**config.mk**
```make
export PLATFORM = sky130hd
export DESIGN_NAME = comp_thresh_regs
export DESIGN_NICKNAME = d
export VERILOG_FILES = /design/src/design/comp_thresh_pkg.sv /design/src/design/comp_thresh_regs.sv
export SDC_FILE = /design/constraint.sdc
export NUM_CORES = 1
export LEC_CHECK = 0
export BUFFER_PORTS_ARGS = -buffer_cell sky130_fd_sc_hd__buf_2
export CORE_UTILIZATION = 51
export DETAILED_ROUTE_END_ITERATION = 6
export PLACE_DENSITY = 0.72
export SYNTH_ARGS = -nofsm -noshare
export SYNTH_HDL_FRONTEND = slang
export SYNTH_SLANG_ARGS = --single-unit
```
**constraint.sdc**
```tcl
create_clock -name clk -period 5.6 [get_ports clk]
set_clock_uncertainty 0.2 [all_clocks]
set_input_delay 0.28 -clock clk [delete_from_list [all_inputs] [get_ports clk]]
set_output_delay 0.28 -clock clk [all_outputs]
set_load 0.02 [all_outputs]
```
**src/design/comp_thresh_pkg.sv**
```systemverilog
package comp_thresh_pkg;
  // register indices, word-addressed on the plain port
  localparam logic [7:0] ADDR_AUX_OV      = 8'h3C;
  localparam logic [7:0] ADDR_ABS_AUX_UV  = 8'h3D;
  localparam logic [7:0] ADDR_CELL_OPEN   = 8'h3E;
  localparam logic [7:0] ADDR_RATIO_OPEN  = 8'h3F;
  localparam logic [7:0] ADDR_ABS_OPEN    = 8'h40;
  localparam logic [7:0] ADDR_MODE        = 8'hE0;
  localparam logic [7:0] ADDR_STATUS      = 8'hE1;
  localparam logic [7:0] ADDR_MASK        = 8'hE2;
  // field layout
  localparam int TH_LSB  = 4;
  localparam int TH_W    = 12;
  localparam int EV_W    = 3;
  localparam int EV_CELL_UV = 0;
  localparam int EV_AUX_UV  = 1;
  localparam int EV_AUX_OV  = 2;
  localparam int MODE_CELL_OPEN = 0;
  localparam int MODE_AUX_DIAG  = 1;
  // reset values
  localparam logic [11:0] TH_ZERO_RST = 12'h000;
  localparam logic [11:0] TH_ONES_RST = 12'hFFF;
endpackage

```
**src/design/comp_thresh_regs.sv**
```systemverilog
`timescale 1ns/1ps
module comp_thresh_regs
  import comp_thresh_pkg::*;
(
  input  wire logic        clk,
  input  wire logic        rst,
  input  wire logic [7:0]  reg_addr,
  input  wire logic [15:0] reg_wdata,
  input  wire logic        reg_wr,
  input  wire logic        reg_rd,
  output logic      [15:0] reg_rdata,
  input  wire logic        scan_valid,
  input  wire logic        scan_is_aux,
  input  wire logic        aux_reference_select,
  input  wire logic [11:0] scan_result,
  output logic             irq
);
  import comp_thresh_pkg::*;

  logic [11:0]     ov_q, ov_d, auv_q, auv_d, copen_q, copen_d;
  logic [11:0]     ropen_q, ropen_d, aopen_q, aopen_d;
  logic [1:0]      mode_q, mode_d;
  logic [EV_W-1:0] stat_q, stat_d, mask_q, mask_d, ev;
  logic [15:0]     rdata_q, rdata_d;
  logic [11:0]     uv_th;
  logic            uv_use;

  // threshold selection per input type and mode
  always_comb
  begin
    uv_use = 1'b0;
    uv_th  = TH_ZERO_RST;
    if (scan_is_aux)
    begin
      uv_use = 1'b1;
      if (mode_q[MODE_AUX_DIAG])
        uv_th = aux_reference_select ? aopen_q : ropen_q;
      else if (aux_reference_select)
        uv_th = auv_q;
      else
        uv_use = 1'b0;
    end
    else if (mode_q[MODE_CELL_OPEN])
    begin
      uv_use = 1'b1;
      uv_th  = copen_q;
    end
  end

  // events: strict less-than for undervoltage, greater-than for overvoltage, so a zero undervoltage threshold never fires
  always_comb
  begin
    ev = '0;
    if (scan_valid)
    begin
      ev[EV_AUX_UV]  = scan_is_aux & uv_use & (scan_result < uv_th);
      ev[EV_CELL_UV] = ~scan_is_aux & uv_use & (scan_result < uv_th);
      ev[EV_AUX_OV]  = scan_is_aux & aux_reference_select & ~mode_q[MODE_AUX_DIAG]
                       & (scan_result > ov_q);
    end
  end

  // register writes, write-one-clear status, read mux
  always_comb
  begin
    ov_d = ov_q; auv_d = auv_q; copen_d = copen_q;
    ropen_d = ropen_q; aopen_d = aopen_q; mode_d = mode_q; mask_d = mask_q;
    stat_d = stat_q;
    rdata_d = 16'h0000;
    if (reg_wr)
    begin
      case (reg_addr)
        ADDR_AUX_OV:     ov_d    = reg_wdata[TH_LSB +: TH_W];
        ADDR_ABS_AUX_UV: auv_d   = reg_wdata[TH_LSB +: TH_W];
        ADDR_CELL_OPEN:  copen_d = reg_wdata[TH_LSB +: TH_W];
        ADDR_RATIO_OPEN: ropen_d = reg_wdata[TH_LSB +: TH_W];
        ADDR_ABS_OPEN:   aopen_d = reg_wdata[TH_LSB +: TH_W];
        ADDR_MODE:       mode_d  = reg_wdata[1:0];
        ADDR_STATUS:     stat_d  = stat_q & ~reg_wdata[EV_W-1:0];
        ADDR_MASK:       mask_d  = reg_wdata[EV_W-1:0];
        default:         ;
      endcase
    end
    stat_d = stat_d | ev;
    if (reg_rd)
    begin
      case (reg_addr)
        ADDR_AUX_OV:     rdata_d = {ov_q, 4'h0};
        ADDR_ABS_AUX_UV: rdata_d = {auv_q, 4'h0};
        ADDR_CELL_OPEN:  rdata_d = {copen_q, 4'h0};
        ADDR_RATIO_OPEN: rdata_d = {ropen_q, 4'h0};
        ADDR_ABS_OPEN:   rdata_d = {aopen_q, 4'h0};
        ADDR_MODE:       rdata_d = {14'h0000, mode_q};
        ADDR_STATUS:     rdata_d = {13'h0000, stat_q};
        ADDR_MASK:       rdata_d = {13'h0000, mask_q};
        default:         rdata_d = 16'h0000;
      endcase
    end
  end

  // state registers
  always_ff @(posedge clk or posedge rst)
  begin
    if (rst)
    begin
      ov_q    <= TH_ONES_RST;
      auv_q   <= TH_ZERO_RST;
      copen_q <= TH_ZERO_RST;
      ropen_q <= TH_ZERO_RST;
      aopen_q <= TH_ZERO_RST;
      mode_q  <= 2'h0;
      stat_q  <= '0;
      mask_q  <= '0;
      rdata_q <= 16'h0000;
    end
    else
    begin
      ov_q    <= ov_d;
      auv_q   <= auv_d;
      copen_q <= copen_d;
      ropen_q <= ropen_d;
      aopen_q <= aopen_d;
      mode_q  <= mode_d;
      stat_q  <= stat_d;
      mask_q  <= mask_d;
      rdata_q <= rdata_d;
    end
  end

  assign reg_rdata = rdata_q;
  assign irq       = |(stat_q & mask_q);
endmodule // comp_thresh_regs

```
==> results.py <==
metrics = {
    "critical_path": {
        "critPathRequiredTime_ns": 5.67,
        "critPathKind": "flop to flop",
        "worstSetupEndpointType": "flop",
        "cp.buffers_inverters": 0,
        "crit_arrival_ns": 3.81,
        "cp_max_fo": 16,
        "critPathMaxStageDelay_ns": 1.04,
        "crit_family": "simple AND/OR/NAND/NOR gates",
        "start_kind": "flop",
        "worstPathCellList": "nor2b_1, a22oi_1, nor2_1, a31oi_1, ha_1, a211o_1, o41ai_1, nand3_1, o21ai_0",
        "slowest_stage": "nor2b_1",
    },
    "finish": {
        "design.final.nets": 515,
        "diodes": 0,
        "area_growth_pct": 13.2,
        "fillers": 731,
        "drive_above_1_share_pct": 33.5,
        "final_common_cell": "dfrtp_1",
        "final_cell_mix": "dfrtp_1 (71), buf_2 (57), mux2_2 (56), a22oi_1 (23), ha_1 (23)",
    },
    "clock_tree": {
        "cts_resized": 0,
        "htreeDepth": 3,
        "cts_sinks": 83,
        "clk_pin_slew_worst_paths_ns": 0.08,
        "cts_tree": "yes",
        "clk_path_buf_depth": 2,
        "clock_latency_ns": 0.36,
        "numCtsBuffers": 9,
        "root_buffer": "clkbuf_8",
    },
    "detailed_routing": {
        "wire_per_inst_um": 19.1,
        "wl_met3_um": 603,
        "num_vias": 3364,
        "vias_per_cell": 5.99,
        "wl_um": 10700,
        "routed-wl-met2_um": 4980,
        "remaining_drc_errors": 0,
        "ant_nets": 0,
        "top_layer": "met4",
        "wl_met1_um": 4840,
        "drt_iter0_markers": 168,
        "drtPass1Iterations": 4,
    },
    "global_routing": {
        "grt_pass1_wl_um": 17500,
        "antenna_found_initial": 0,
        "grt_max_degree": 84,
        "grt_pass1_vias": 3323,
        "grt-ovfl-total": 0,
        "grt.total_usage_pct": 24.0,
    },
    "sta": {
        "slew_viol_final": 0,
        "whs_ns": 0.00968,
        "rsz0062_at_grt": "no",
        "maxSlewHeadroom_pct": 19.1,
        "post-route-min-period_ns": 3.74,
        "hold_viol": 0,
        "setup_viol_count_final": 0,
        "fin_tns_setup_ns": 0,
        "worstMarginPinSlew_ns": 1.21,
        "fin_crit_sh_pct": 66.7,
        "max_freq_ghz": 0.268,
    },
    "synth": {
        "synth_edf_count": 0,
        "synthCells": 390,
        "async_reset_ff_share_pct": 100,
        "syn-num-nets": 456,
        "syn-cell-area_um2": 4570,
        "ys_seq_area_share_pct": 45.8,
        "ys_warn_count": 0,
        "ys_seq_elements": 83,
        "synthFlopType": "dfrtp_1",
        "synth_cell_types": 48,
        "syn_avg_cell_area_um2": 11.7,
    },
    "placed_design": {
        "hpwlAfterDp_um": 7190,
        "gp_congestion": 0.826,
        "numPortBuffers": 57,
    },
    "die": {
        "core_um2": 8720,
        "rows": 34,
        "die_width_um": 96.7,
        "die_height_um": 96.7,
        "dieArea_um2": 9350,
        "boundaryPins": 60,
        "initial_core_util_pct": 52.4,
    },
    "run": {
        "maxCapViolCount": 0,
    },
    "power": {
        "leakage_nw": 2.45,
        "ir_drop_uv": 129,
        "power_density_nw_per_um2": 231,
    },
    "hold_path": {
        "hold_class": "primary input to async pin",
    },
    "run_status": {
        "status": "completed",
    },
}
-- synth_stat cells (2+ instances only) --
cell	instances	share of area [%]
mux2_1	21	5.2
nand4_1	6	0.82
inv_1	20	1.6
buf_4	2	0.33
nand2_1	17	1.4
buf_1	2	0.16
mux2_2	56	14
and2_1	3	0.41
o21ai_0	14	1.5
ha_1	23	6.3
and3_1	4	0.55
o2111ai_1	2	0.38
nand3_1	3	0.33
a2111oi_0	3	0.57
a31oi_1	10	1.4
nor2_1	17	1.4
mux4_2	6	3.0
a21oi_1	17	1.9
mux2i_1	8	1.8
clkbuf_1	8	0.66
nor2b_1	10	1.4
buf_2	6	0.66
dfrtp_1	71	39
dfstp_2	12	6.9
buf_6	3	0.74
o211ai_1	2	0.33
a22oi_1	23	3.8
-- state kept, by name (all words and copies together), names as in the netlist --
| signal | flops |
|---|---|
| aopen_q | 12 |
| auv_q | 12 |
| copen_q | 12 |
| mask_q | 3 |
| mode_q | 2 |
| ov_q | 12 |
| reg_rdata | 15 |
| ropen_q | 12 |
| stat_q | 3 |
-- repair_timing --
| item | 4_1_cts | 5_1_grt |
|---|---|---|
| setup buffers | 0 | 0 |
| endpoints found under the setup margin | 0 | 0 |
| hold endpoints to repair | 14 | 0 |
| hold buffers | 11 | 0 |
-- cell type report --
cell class / instances / area [um^2] / share of cell area, %
Clock inverter: 2 / 10.0 / 0.193
Timing Repair Buffer: 69 / 403 / 7.78
Sequential cell: 83 / 2090 / 40.4
Clock buffer: 14 / 173 / 3.33
Inverter: 20 / 76.3 / 1.47
Multi-Input combinational cell: 266 / 2290 / 44.2
Tap cell: 108 / 135 / 2.61
-- final timing paths --
check	endpoint	slack, ns	depth (start not counted)	from
setup / recovery	stat_q[0]	1.86	9	mode_q[1]
hold / removal	copen_q[1]	0.01	3	rst
min in group clk	ropen_q[10]	0.01	2	reg_wdata[14]
setup reg to reg	stat_q[0]	1.86	9	mode_q[1]
max in group asynchronous	aopen_q[2]	4.48	3	rst
hold reg to reg	auv_q[0]	0.32	1	auv_q[0]
-- report_power, final --
part	leakage (nW)	internal (mW)	total, mW	switching (mW)
Clock	0.0965	0.197	0.405	0.208
Sequential	1.10	0.627	0.650	0.0227
Combinational	1.25	0.0658	0.143	0.0775
Total	2.45	0.890	1.20	0.308
-- logic make-up (layout without fill, tap and decap cells) --
logic type	Yosys count	in the layout	synth area share [%]
multiplexers	91	91	23.7
AO/OA/AOI/OAI	81	81	11.7
AND/OR/NAND/NOR	70	70	8.35
adder cells (fa/ha/maj)	23	23	6.29
buffers and inverters	41	105	4.19
other	1	1	0.0820
flip-flops	83	83	45.8
-- stage by stage --
stage               cell area (um^2)  instances  total power, mW  util, %  setup WS (ns)
finish                          5180        562             1.20     59.4           1.86
global route                    5180        562             1.25     59.4           1.68
CTS                             5180        562             1.21     59.4           1.91
detailed placement              4880        535            0.798     56.0           1.93
global placement                4880        535            0.793     56.0           1.99
floorplan                       4570        390            0.743        -           2.94
-- worst reg2reg max path: cells and delay by family (launching register included) --
family                     cells  cell delay, ns
AOI/OAI and AO/OA              5            1.14
adders and majority gates      1            0.34
DFF                            1            0.64
and+or+nand+nor                3            1.34
-- layer usage --
metal  vias up  track usage (%)
met3        29             5.56
met5         -                0
met2       102             37.2
met4         0             10.8
met1      1665             32.1
li1       1568                -
Power figures use the tool's default switching activity.
